[config.mk]
export PLATFORM = sky130hd
export DESIGN_NAME = tlv_irq_handler
export DESIGN_NICKNAME = d
export VERILOG_FILES = /design/src/shared/tlv_pkg.sv /design/src/rtl/tlv_irq_handler.sv
export VERILOG_INCLUDE_DIRS = /design/src /design/src/shared
export SDC_FILE = /design/constraint.sdc
export NUM_CORES = 1
export LEC_CHECK = 0
export BUFFER_PORTS_ARGS = -buffer_cell sky130_fd_sc_hd__buf_2
export CAP_MARGIN = 20
export CORE_AREA = 10 10 97 117
export DETAILED_ROUTE_END_ITERATION = 8
export DIE_AREA = 0 0 107 127
export PLACE_DENSITY = 0.84
export SLEW_MARGIN = 20
export SYNTH_ARGS = -nofsm -noshare
export SYNTH_HDL_FRONTEND = slang
export SYNTH_SLANG_ARGS = --single-unit
export TNS_END_PERCENT = 1
[constraint.sdc]
create_clock -name mclk_in -period 8.6 [get_ports mclk_in]
set_input_delay 0.86 -clock mclk_in [delete_from_list [all_inputs] [get_ports mclk_in]]
set_output_delay 0.86 -clock mclk_in [all_outputs]
set_load 0.05 [all_outputs]
[src/shared/tlv_defines.svh]
/*
  constants of the two level vectored interrupt handler: register indices,
  field positions, reset values, masks, vector layout and response counts.
  assumes it is included by bare name, once per file, by the handler rtl.
*/
`ifndef TLV_DEFINES_SVH
`define TLV_DEFINES_SVH

// register indices; byte address on the bus is four times the index
`define TLV_IDX_TIMER_CTL 8'h88
`define TLV_IDX_PRI_EN 8'hA8
`define TLV_IDX_PRI_PRIO 8'hB8
`define TLV_IDX_EXT_EN 8'hE6
`define TLV_IDX_EXT_PRIO 8'hF6
`define TLV_IDX_PENDING 8'h40
`define TLV_IDX_STATUS 8'h41

`define TLV_GLOBAL_EN_BIT 7
`define TLV_PRIO_RD_ONES 8'h80
`define TLV_EXT_WR_MASK 8'hB9
`define TLV_RST_BYTE 8'h00
`define TLV_RST_PEND 15'h0000

// pending flags inside the timer control register
`define TLV_TC_EXT0_BIT 1
`define TLV_TC_EXT1_BIT 3
`define TLV_TC_TMR0_BIT 5
`define TLV_TC_TMR1_BIT 7

// orders 8, 9 and 13 are reserved slots
`define TLV_ORDER_VALID 15'h5CFF
`define TLV_HW_CLEAR_LAST 4'h3
`define TLV_NUM_SOURCES 12

`define TLV_VEC_BASE 16'h0003
`define TLV_VEC_SHIFT 3
`define TLV_VEC_RESET 16'h0000

`define TLV_DETECT_CYC 1
`define TLV_CALL_CYC 4

`define TLV_RESP_OKAY 2'b00
`define TLV_RESP_SLVERR 2'b10

`endif

[src/shared/tlv_pkg.sv]
/*
  types of the two level vectored interrupt handler.
  assumes the handler rtl refers to every item as tlv_pkg::name.
*/
package tlv_pkg;

  typedef struct packed {
    logic req;
    logic high;
    logic [3:0] idx;
    logic [15:0] addr;
  } tlv_vector_s;

  typedef enum logic [1:0] {
    TLV_W_COLLECT = 2'b01,
    TLV_W_RESP = 2'b10
  } tlv_wr_state_e;

  typedef enum logic [1:0] {
    TLV_R_IDLE = 2'b01,
    TLV_R_RESP = 2'b10
  } tlv_rd_state_e;

endpackage

[src/rtl/tlv_irq_handler.sv]
/*
  two level vectored interrupt handler with an axi4-lite register slave.
  assumes source events and core strobes come from logic on mclk_in, one
  cycle pulses, and that the core performs the call and return itself.
*/
// Design decisions made here: the placing of the registers and the AXI4-Lite register port.
// Operation
// - twelve sources, each at one of two priority levels
// - pending flag sets on its event regardless of any enable
// - enabled pending flag raises a request for a call to its vector
// - disabled pending flag raises nothing and execution continues
// - source enables count only while global enable bit 7 is one
// - flags raised while globally disabled stay pending until re-enabled
// - vectoring clears only external input and timer 0/1 flags
// - flag still set after return raises a request again once the next instruction completes
// - software writing one to a flag acts as a real event; flags of orders 10, 11, 12 and 14 have no writable bit
// - high request preempts low routine; high routine is never preempted
// - all sources low after reset; one priority bit per source
// - high level first, then lowest order number within a level
// - pending requests sampled and decoded every clock
// - one detection cycle then a four cycle call, five in total
// - after a return at least one instruction runs before the next call
// - worst case latency is return plus divide plus detection and call
// - request waits while equal or higher level routine is running
// - vectors from 0x0003 in steps of eight; reset 0x0000; slots reserved
// - second external input is order 2, vector 0x0013, timer control bit 3
// - return resumes the interrupted flow and ends current level service
// - each source has its own enable bit in primary or extended register
// - global enable one lets sources follow own masks, zero blocks all
// - priority bit one means high level, zero means low level
`timescale 1ns/1ps
`include "tlv_defines.svh"

module tlv_irq_handler #(
  parameter int ADDR_W = 12
) (
  input wire logic mclk_in,
  input wire logic sys_rst_in,
  input wire logic [14:0] src_event_in,
  input wire logic core_ack_in,
  input wire logic core_reti_in,
  input wire logic core_instr_done_in,
  output tlv_pkg::tlv_vector_s vector_out,
  input wire logic [ADDR_W-1:0] s_axi_awaddr_in,
  input wire logic s_axi_awvalid_in,
  output logic s_axi_awready_out,
  input wire logic [31:0] s_axi_wdata_in,
  input wire logic [3:0] s_axi_wstrb_in,
  input wire logic s_axi_wvalid_in,
  output logic s_axi_wready_out,
  output logic [1:0] s_axi_bresp_out,
  output logic s_axi_bvalid_out,
  input wire logic s_axi_bready_in,
  input wire logic [ADDR_W-1:0] s_axi_araddr_in,
  input wire logic s_axi_arvalid_in,
  output logic s_axi_arready_out,
  output logic [31:0] s_axi_rdata_out,
  output logic [1:0] s_axi_rresp_out,
  output logic s_axi_rvalid_out,
  input wire logic s_axi_rready_in
);

  // spread a primary/extended register pair onto the fifteen order slots
  function automatic logic [14:0] tlv_by_order(input logic [7:0] pri, input logic [7:0] ext);
    tlv_by_order = {ext[7], 1'b0, ext[5], ext[4], ext[3], 2'b00, ext[0], pri[6:0]};
  endfunction

  // lowest order number wins within one level
  function automatic logic [3:0] tlv_first(input logic [14:0] vec);
    tlv_first = 4'hF;
    for (int i = 14; i >= 0; i--) begin
      if (vec[i]) begin
        tlv_first = 4'(i);
      end
    end
  endfunction

  function automatic logic tlv_is_reg(input logic [7:0] idx);
    tlv_is_reg = (idx == `TLV_IDX_TIMER_CTL) || (idx == `TLV_IDX_PRI_EN) ||
                 (idx == `TLV_IDX_PRI_PRIO) || (idx == `TLV_IDX_EXT_EN) ||
                 (idx == `TLV_IDX_EXT_PRIO) || (idx == `TLV_IDX_PENDING) ||
                 (idx == `TLV_IDX_STATUS);
  endfunction

  logic [7:0] timer_ctl_q;
  logic [7:0] primary_irq_enable_reg_q;
  logic [7:0] primary_priority_reg_q;
  logic [7:0] extended_irq_enable_reg_q;
  logic [7:0] extended_priority_reg_q;
  logic [14:0] pend_q;
  logic [14:0] pend_d;
  logic ins_low_q;
  logic ins_high_q;
  logic hold_q;
  tlv_pkg::tlv_vector_s vec_q;
  tlv_pkg::tlv_vector_s vec_d;
  tlv_pkg::tlv_wr_state_e wr_state_q;
  tlv_pkg::tlv_rd_state_e rd_state_q;
  logic aw_have_q;
  logic w_have_q;
  logic [7:0] aw_idx_q;
  logic [7:0] w_byte_q;
  logic w_lane0_q;
  logic wr_do;
  logic [7:0] rd_idx;
  logic [14:0] enable_by_order;
  logic [14:0] high_by_order;
  logic [14:0] eligible;
  logic [14:0] elig_high;
  logic [14:0] elig_low;
  logic global_irq_enable;
  logic [7:0] timer_ctl_rd;
  logic [31:0] rd_word;

  assign global_irq_enable = primary_irq_enable_reg_q[`TLV_GLOBAL_EN_BIT];
  assign enable_by_order = tlv_by_order(primary_irq_enable_reg_q, extended_irq_enable_reg_q);
  assign high_by_order = tlv_by_order(primary_priority_reg_q, extended_priority_reg_q);
  // a disabled flag simply never reaches the arbiter
  assign eligible = pend_q & enable_by_order & {15{global_irq_enable}};
  assign elig_high = eligible & high_by_order;
  assign elig_low = eligible & ~high_by_order;
  assign wr_do = (wr_state_q == tlv_pkg::TLV_W_COLLECT) && aw_have_q && w_have_q;
  assign rd_idx = s_axi_araddr_in[9:2];

  // flags of both external inputs and both timers live in timer control
  assign timer_ctl_rd = {pend_q[3], timer_ctl_q[6], pend_q[1], timer_ctl_q[4],
                         pend_q[2], timer_ctl_q[2], pend_q[0], timer_ctl_q[0]};

  // pending flags: a new event wins over any clear in the same cycle
  always_comb begin
    pend_d = pend_q;
    if (core_ack_in && (vec_q.idx <= `TLV_HW_CLEAR_LAST)) begin
      pend_d[vec_q.idx] = 1'b0;
    end
    if (wr_do && w_lane0_q && (aw_idx_q == `TLV_IDX_TIMER_CTL)) begin
      pend_d[0] = w_byte_q[`TLV_TC_EXT0_BIT];
      pend_d[1] = w_byte_q[`TLV_TC_TMR0_BIT];
      pend_d[2] = w_byte_q[`TLV_TC_EXT1_BIT];
      pend_d[3] = w_byte_q[`TLV_TC_TMR1_BIT];
    end
    if (wr_do && w_lane0_q && (aw_idx_q == `TLV_IDX_PENDING)) begin
      pend_d[7:4] = w_byte_q[7:4];
    end
    pend_d = (pend_d | src_event_in) & `TLV_ORDER_VALID;
  end

  always_ff @(posedge mclk_in or posedge sys_rst_in) begin
    if (sys_rst_in) begin
      pend_q <= `TLV_RST_PEND;
    end else begin
      pend_q <= pend_d;
    end
  end

  always_ff @(posedge mclk_in or posedge sys_rst_in) begin
    if (sys_rst_in) begin
      timer_ctl_q <= `TLV_RST_BYTE;
      primary_irq_enable_reg_q <= `TLV_RST_BYTE;
      primary_priority_reg_q <= `TLV_RST_BYTE;
      extended_irq_enable_reg_q <= `TLV_RST_BYTE;
      extended_priority_reg_q <= `TLV_RST_BYTE;
    end else if (wr_do && w_lane0_q) begin
      case (aw_idx_q)
        `TLV_IDX_TIMER_CTL: timer_ctl_q <= w_byte_q;
        `TLV_IDX_PRI_EN: primary_irq_enable_reg_q <= w_byte_q;
        `TLV_IDX_PRI_PRIO: primary_priority_reg_q <= w_byte_q & ~`TLV_PRIO_RD_ONES;
        `TLV_IDX_EXT_EN: extended_irq_enable_reg_q <= w_byte_q & `TLV_EXT_WR_MASK;
        `TLV_IDX_EXT_PRIO: extended_priority_reg_q <= w_byte_q & `TLV_EXT_WR_MASK;
        default: ;
      endcase
    end
  end

  // in-service stack: high sits above low, a return pops the top level
  always_ff @(posedge mclk_in or posedge sys_rst_in) begin
    if (sys_rst_in) begin
      ins_low_q <= 1'b0;
      ins_high_q <= 1'b0;
    end else if (core_ack_in) begin
      if (vec_q.high) begin
        ins_high_q <= 1'b1;
      end else begin
        ins_low_q <= 1'b1;
      end
    end else if (core_reti_in) begin
      if (ins_high_q) begin
        ins_high_q <= 1'b0;
      end else begin
        ins_low_q <= 1'b0;
      end
    end
  end

  // after a return one more instruction must finish before the next call
  always_ff @(posedge mclk_in or posedge sys_rst_in) begin
    if (sys_rst_in) begin
      hold_q <= 1'b0;
    end else if (core_reti_in) begin
      hold_q <= 1'b1;
    end else if (core_instr_done_in) begin
      hold_q <= 1'b0;
    end
  end

  // one cycle of detection; the core adds its four cycle call
  always_comb begin
    vec_d.high = |elig_high;
    vec_d.idx = vec_d.high ? tlv_first(elig_high) : tlv_first(elig_low);
    vec_d.addr = 16'(`TLV_VEC_BASE + ({12'h000, vec_d.idx} << `TLV_VEC_SHIFT));
    vec_d.req = (|eligible) && !hold_q && !core_ack_in && !core_reti_in &&
                !ins_high_q && (vec_d.high || !ins_low_q);
  end

  always_ff @(posedge mclk_in or posedge sys_rst_in) begin
    if (sys_rst_in) begin
      vec_q <= '{req: 1'b0, high: 1'b0, idx: 4'h0, addr: `TLV_VEC_RESET};
    end else begin
      vec_q <= vec_d;
    end
  end

  assign vector_out = vec_q;

  // axi4-lite write side; address and data may arrive in either order
  always_ff @(posedge mclk_in or posedge sys_rst_in) begin
    if (sys_rst_in) begin
      wr_state_q <= tlv_pkg::TLV_W_COLLECT;
      aw_have_q <= 1'b0;
      w_have_q <= 1'b0;
      aw_idx_q <= 8'h00;
      w_byte_q <= 8'h00;
      w_lane0_q <= 1'b0;
      s_axi_awready_out <= 1'b1;
      s_axi_wready_out <= 1'b1;
      s_axi_bvalid_out <= 1'b0;
      s_axi_bresp_out <= `TLV_RESP_OKAY;
    end else begin
      case (wr_state_q)
        tlv_pkg::TLV_W_COLLECT: begin
          if (s_axi_awvalid_in && s_axi_awready_out) begin
            aw_have_q <= 1'b1;
            aw_idx_q <= s_axi_awaddr_in[9:2];
            s_axi_awready_out <= 1'b0;
          end
          if (s_axi_wvalid_in && s_axi_wready_out) begin
            w_have_q <= 1'b1;
            w_byte_q <= s_axi_wdata_in[7:0];
            w_lane0_q <= s_axi_wstrb_in[0];
            s_axi_wready_out <= 1'b0;
          end
          if (wr_do) begin
            s_axi_bvalid_out <= 1'b1;
            s_axi_bresp_out <= tlv_is_reg(aw_idx_q) ? `TLV_RESP_OKAY : `TLV_RESP_SLVERR;
            wr_state_q <= tlv_pkg::TLV_W_RESP;
          end
        end
        tlv_pkg::TLV_W_RESP: begin
          if (s_axi_bready_in) begin
            s_axi_bvalid_out <= 1'b0;
            aw_have_q <= 1'b0;
            w_have_q <= 1'b0;
            s_axi_awready_out <= 1'b1;
            s_axi_wready_out <= 1'b1;
            wr_state_q <= tlv_pkg::TLV_W_COLLECT;
          end
        end
        default: wr_state_q <= tlv_pkg::TLV_W_COLLECT;
      endcase
    end
  end

  always_comb begin
    rd_word = 32'h0000_0000;
    case (rd_idx)
      `TLV_IDX_TIMER_CTL: rd_word[7:0] = timer_ctl_rd;
      `TLV_IDX_PRI_EN: rd_word[7:0] = primary_irq_enable_reg_q;
      `TLV_IDX_PRI_PRIO: rd_word[7:0] = primary_priority_reg_q | `TLV_PRIO_RD_ONES;
      `TLV_IDX_EXT_EN: rd_word[7:0] = extended_irq_enable_reg_q;
      `TLV_IDX_EXT_PRIO: rd_word[7:0] = extended_priority_reg_q;
      `TLV_IDX_PENDING: rd_word[14:0] = pend_q;
      `TLV_IDX_STATUS: rd_word[23:0] = {vec_q.addr, ins_high_q, ins_low_q, hold_q,
                                        vec_q.req, vec_q.idx};
      default: rd_word = 32'h0000_0000;
    endcase
  end

  // axi4-lite read side; the answer comes one cycle after the address is taken
  always_ff @(posedge mclk_in or posedge sys_rst_in) begin
    if (sys_rst_in) begin
      rd_state_q <= tlv_pkg::TLV_R_IDLE;
      s_axi_arready_out <= 1'b1;
      s_axi_rvalid_out <= 1'b0;
      s_axi_rdata_out <= 32'h0000_0000;
      s_axi_rresp_out <= `TLV_RESP_OKAY;
    end else begin
      case (rd_state_q)
        tlv_pkg::TLV_R_IDLE: begin
          if (s_axi_arvalid_in) begin
            s_axi_arready_out <= 1'b0;
            s_axi_rvalid_out <= 1'b1;
            s_axi_rdata_out <= rd_word;
            s_axi_rresp_out <= tlv_is_reg(rd_idx) ? `TLV_RESP_OKAY : `TLV_RESP_SLVERR;
            rd_state_q <= tlv_pkg::TLV_R_RESP;
          end
        end
        tlv_pkg::TLV_R_RESP: begin
          if (s_axi_rready_in) begin
            s_axi_rvalid_out <= 1'b0;
            s_axi_arready_out <= 1'b1;
            rd_state_q <= tlv_pkg::TLV_R_IDLE;
          end
        end
        default: rd_state_q <= tlv_pkg::TLV_R_IDLE;
      endcase
    end
  end
endmodule

==> results.toml <==
[outcome]
outcome = "finished, final reports clean"

[sta]
finalSetupViolations = 0
setup_ws_ns = 5.735
fmax_mhz = 349.0
rsz0062_at_grt = "false"
slew_viol_final = 0
worst_slew_pin_slew_ns = 0.9643
relSlewSlack = 0.3571
period_needed_ns = 2.865
finalSetupTns_ns = 0
skew_ns = 0.007917
period_share = 0.3332
finalHoldViolations = 0

[worst_hold_path]
hold_start = "s_axi_rdata_out[14]$_DFFE_PP0P_"
holdCritPathClass = "flop to flop"
min_to = "s_axi_rdata_out[14]$_DFFE_PP0P_"
hold_path_depth = 2

[placement]
hpwl_mm = 9.486
port_buffers = 80
gp_congestion = 0.8675
dp_slack_ns = 5.664
postPlaceCellArea_um2 = 5323

[finish]
seqCellArea_um2 = 2384
n_fill_cell = 800
nNetsFinal = 625
multiInputGateArea_um2 = 2282
fin_util = 0.6133
finalInstanceArea_um2 = 5627
num_antenna_cells = 0
syn2layout_area_growth_pct = 13.39
drive_above_1_share = 0.3101

[detailed_routing]
ant_nets = 0
vias = 3809
routed_wl_mm = 12.22
wl_per_cell_um = 18.29
drc = 0
first_pass_iters = 5
vias_per_cell = 5.702
drtIter0Drc = 297

[pwr]
p_total_mw = 1.272
vdd_drop_max_uv = 234.4
powerDensity_nw_per_um2 = 226.0
power.leakage_nw = 2.640

[worst_setup_path]
cp_max_fo = 26
critPathRequiredTime_ns = 8.85
ff2ff_path_depth = 6
cp-end-kind = "flop"
start_kind = "flop"
crit_type = "flop to flop"
startpoint = "primary_irq_enable_reg_q[7]$_DFFE_PP0P_"
worstPathArrival_ns = 3.11
r2r_start = "primary_irq_enable_reg_q[7]$_DFFE_PP0P_"
reg2reg_setup_slack_ns = 5.73
rr_endpoint = "vector_out[16]$_DFF_PP0_"

[die]
io_pins = 148
start_util = 0.5409
die_y_um = 127
rows = 39
die_x_um = 107
die_area_um2 = 13590
core_um2 = 9174

[clocking]
post_cts_resized = 0
clock-sinks = 95
postCtsSetupRepairBufs = 0
clk_pin_slew_ns = 0.06
clock_path_buffers = 2
cts_tree = "done"
cts_hold_buf = 0
numCtsBuffers = 9
cts-root-buf = "clkbuf_16"
htreeDepth = 3
clock_latency_ns = 0.34

[global_route]
track_usage = 0.1818
grt_max_degree = 96
gr-total-overflow = 0
grt_pass1_vias = 3999
grt_pass1_wl_mm = 20.04
antenna_found_initial = 0

[synthesis]
synth_warnings = 0
synth_flop_cell = "dfrtp_1"
yosys.area_share.simple = 0.1604
async_flop_share = 1.000
ys_ff_latch = 95
synth_area_um2 = 4962
yosys.area.top_type = "dfrtp_1"
synth_compound_area_frac = 0.1319
syn_inst = 463
synth_top_family_by_area = "simple AND/OR/NAND/NOR gates"
synth-edff-count = 0
synth_mux_area_frac = 0.1432
yosys-top-cells-area = "dfrtp_1 (45%), mux2_2 (11%), buf_4 (5.3%)"
synth_fa_ha_area_frac = 0
synthDominantCellAreaShare = 0.4539
ys_seq_area_frac = 0.4803
ys_types = 61
syn_avg_cell_area_um2 = 10.72
synthXorXnorAreaFrac = 0.001765

[flow_run]
maxCapViolations = 0
[worst max-delay path, cell delays in order (launching register included)]
cell     delay [ns]
dfrtp_1        0.74
nand3_1        0.43
o21ai_1        0.20
nor4_4         0.46
inv_2          0.12
or4_1          0.57
a41oi_1        0.24
[sequential cells by signal, indices dropped and copies added, names as in the netlist, 2 cells and up]
| signal | count |
|---|---|
| primary_priority_reg_q | 7 |
| extended_irq_enable_reg_q | 5 |
| wr_state_q | 2 |
| s_axi_rdata_out | 14 |
| vector_out | 7 |
| w_byte_q | 8 |
| primary_irq_enable_reg_q | 8 |
| extended_priority_reg_q | 5 |
| pend_q | 12 |
| timer_ctl_q | 4 |
| aw_idx_q | 8 |
| rd_state_q | 2 |
[final cells by class]
| cell class | instances | area share |
|---|---|---|
| Inverter | 21 | 0.01423 |
| Multi-Input combinational cell | 330 | 0.4056 |
| Sequential cell | 95 | 0.4236 |
| Clock buffer | 10 | 0.04069 |
| Clock inverter | 6 | 0.01268 |
| Timing Repair Buffer | 83 | 0.07583 |
| Tap cell | 123 | 0.02735 |
[cell families (layout without fill, tap and decap cells)]
group | Yosys count | in the layout
and+or+nand+nor | 138 | 138
AOI/OAI and AO/OA | 96 | 96
DFF | 95 | 95
buffers and inverters | 66 | 120
muxes | 65 | 65
other | 2 | 30
xor gates and xnor gates | 1 | 1
[cells in the final DEF (no fill, tap or decap), types with 3 or more instances in the layout]
cell       count
a211o_1        8
a211oi_1       3
a21boi_0       3
a21oi_1       19
a221oi_1       3
a22o_1         8
buf_2         80
clkbuf_16      9
clkinv_4       3
conb_1        30
dfrtp_1       90
dfstp_2        5
inv_1         19
mux2_2        48
mux2i_1       17
nand2_1       24
nand2b_1       5
nand3_1       18
nand4_1        8
nand4_2        3
nand4b_1       6
nor2_1        36
nor2b_1        9
nor3_1         4
nor4b_1        3
o21ai_0       20
o22ai_1        6
o31ai_1        9
or2_2          4
or3_1          3
[cell usage after synthesis (all sizes together), types with 2 or more instances]
| library cell | instances |
|---|---|
| and3 | 2 |
| dfstp | 5 |
| conb | 2 |
| buf | 42 |
| nor2b | 9 |
| nor4 | 4 |
| o2111ai | 2 |
| mux2i | 17 |
| nor3 | 5 |
| clkbuf | 3 |
| nand4b | 6 |
| a211oi | 3 |
| nand4 | 13 |
| a21boi | 3 |
| inv | 21 |
| mux2 | 48 |
| nand2 | 25 |
| a221oi | 3 |
| a31oi | 2 |
| o22ai | 6 |
| or3 | 3 |
| dfrtp | 90 |
| nand3 | 18 |
| a21oi | 19 |
| or2 | 4 |
| a22o | 8 |
| nor2 | 37 |
| o21ai | 21 |
| a22oi | 2 |
| o31ai | 9 |
| nand3b | 2 |
| a211o | 8 |
| nor4b | 3 |
| nand2b | 5 |
[layer usage]
layer,track usage,vias up,share of wire,routed length [um]
li1,-,1776,-,-
met1,0.2124,1861,0.41,4970
met2,0.3024,148,0.48,5923
met3,0.04879,24,0.077,944
met4,0.08779,0,0.031,379
met5,0,-,0,0
[worst max-delay path by stage]
stage                                           to  slack (ns)  cells past startpoint
finish                    vector_out[16]$_DFF_PP0_        5.73                      6
global route              vector_out[16]$_DFF_PP0_        5.59                      6
CTS                       vector_out[16]$_DFF_PP0_        5.78                      6
detailed placement  s_axi_rdata_out[0]$_DFFE_PP0P_        5.66                      7
global placement    s_axi_rdata_out[1]$_DFFE_PP0P_        5.76                      7
floorplan                    aw_have_q$_DFFE_PP0P_        5.27                      1
[power by group]
group	switching, mW	internal, mW
combinational	0.165	0.0942
sequential	0.0938	0.526
clock	0.166	0.227
total	0.425	0.847
[per-stage QoR]
| step | hold slack [ns] | cells |
|---|---|---|
| final | 0.4742 | 668 |
| after global placement | 0.4581 | 652 |
| after CTS | 0.4795 | 668 |
| after global routing | 0.5159 | 668 |
| after floorplan | 0.4435 | 491 |
| after detailed placement | 0.4648 | 652 |
(Power assumes the default switching activity.)
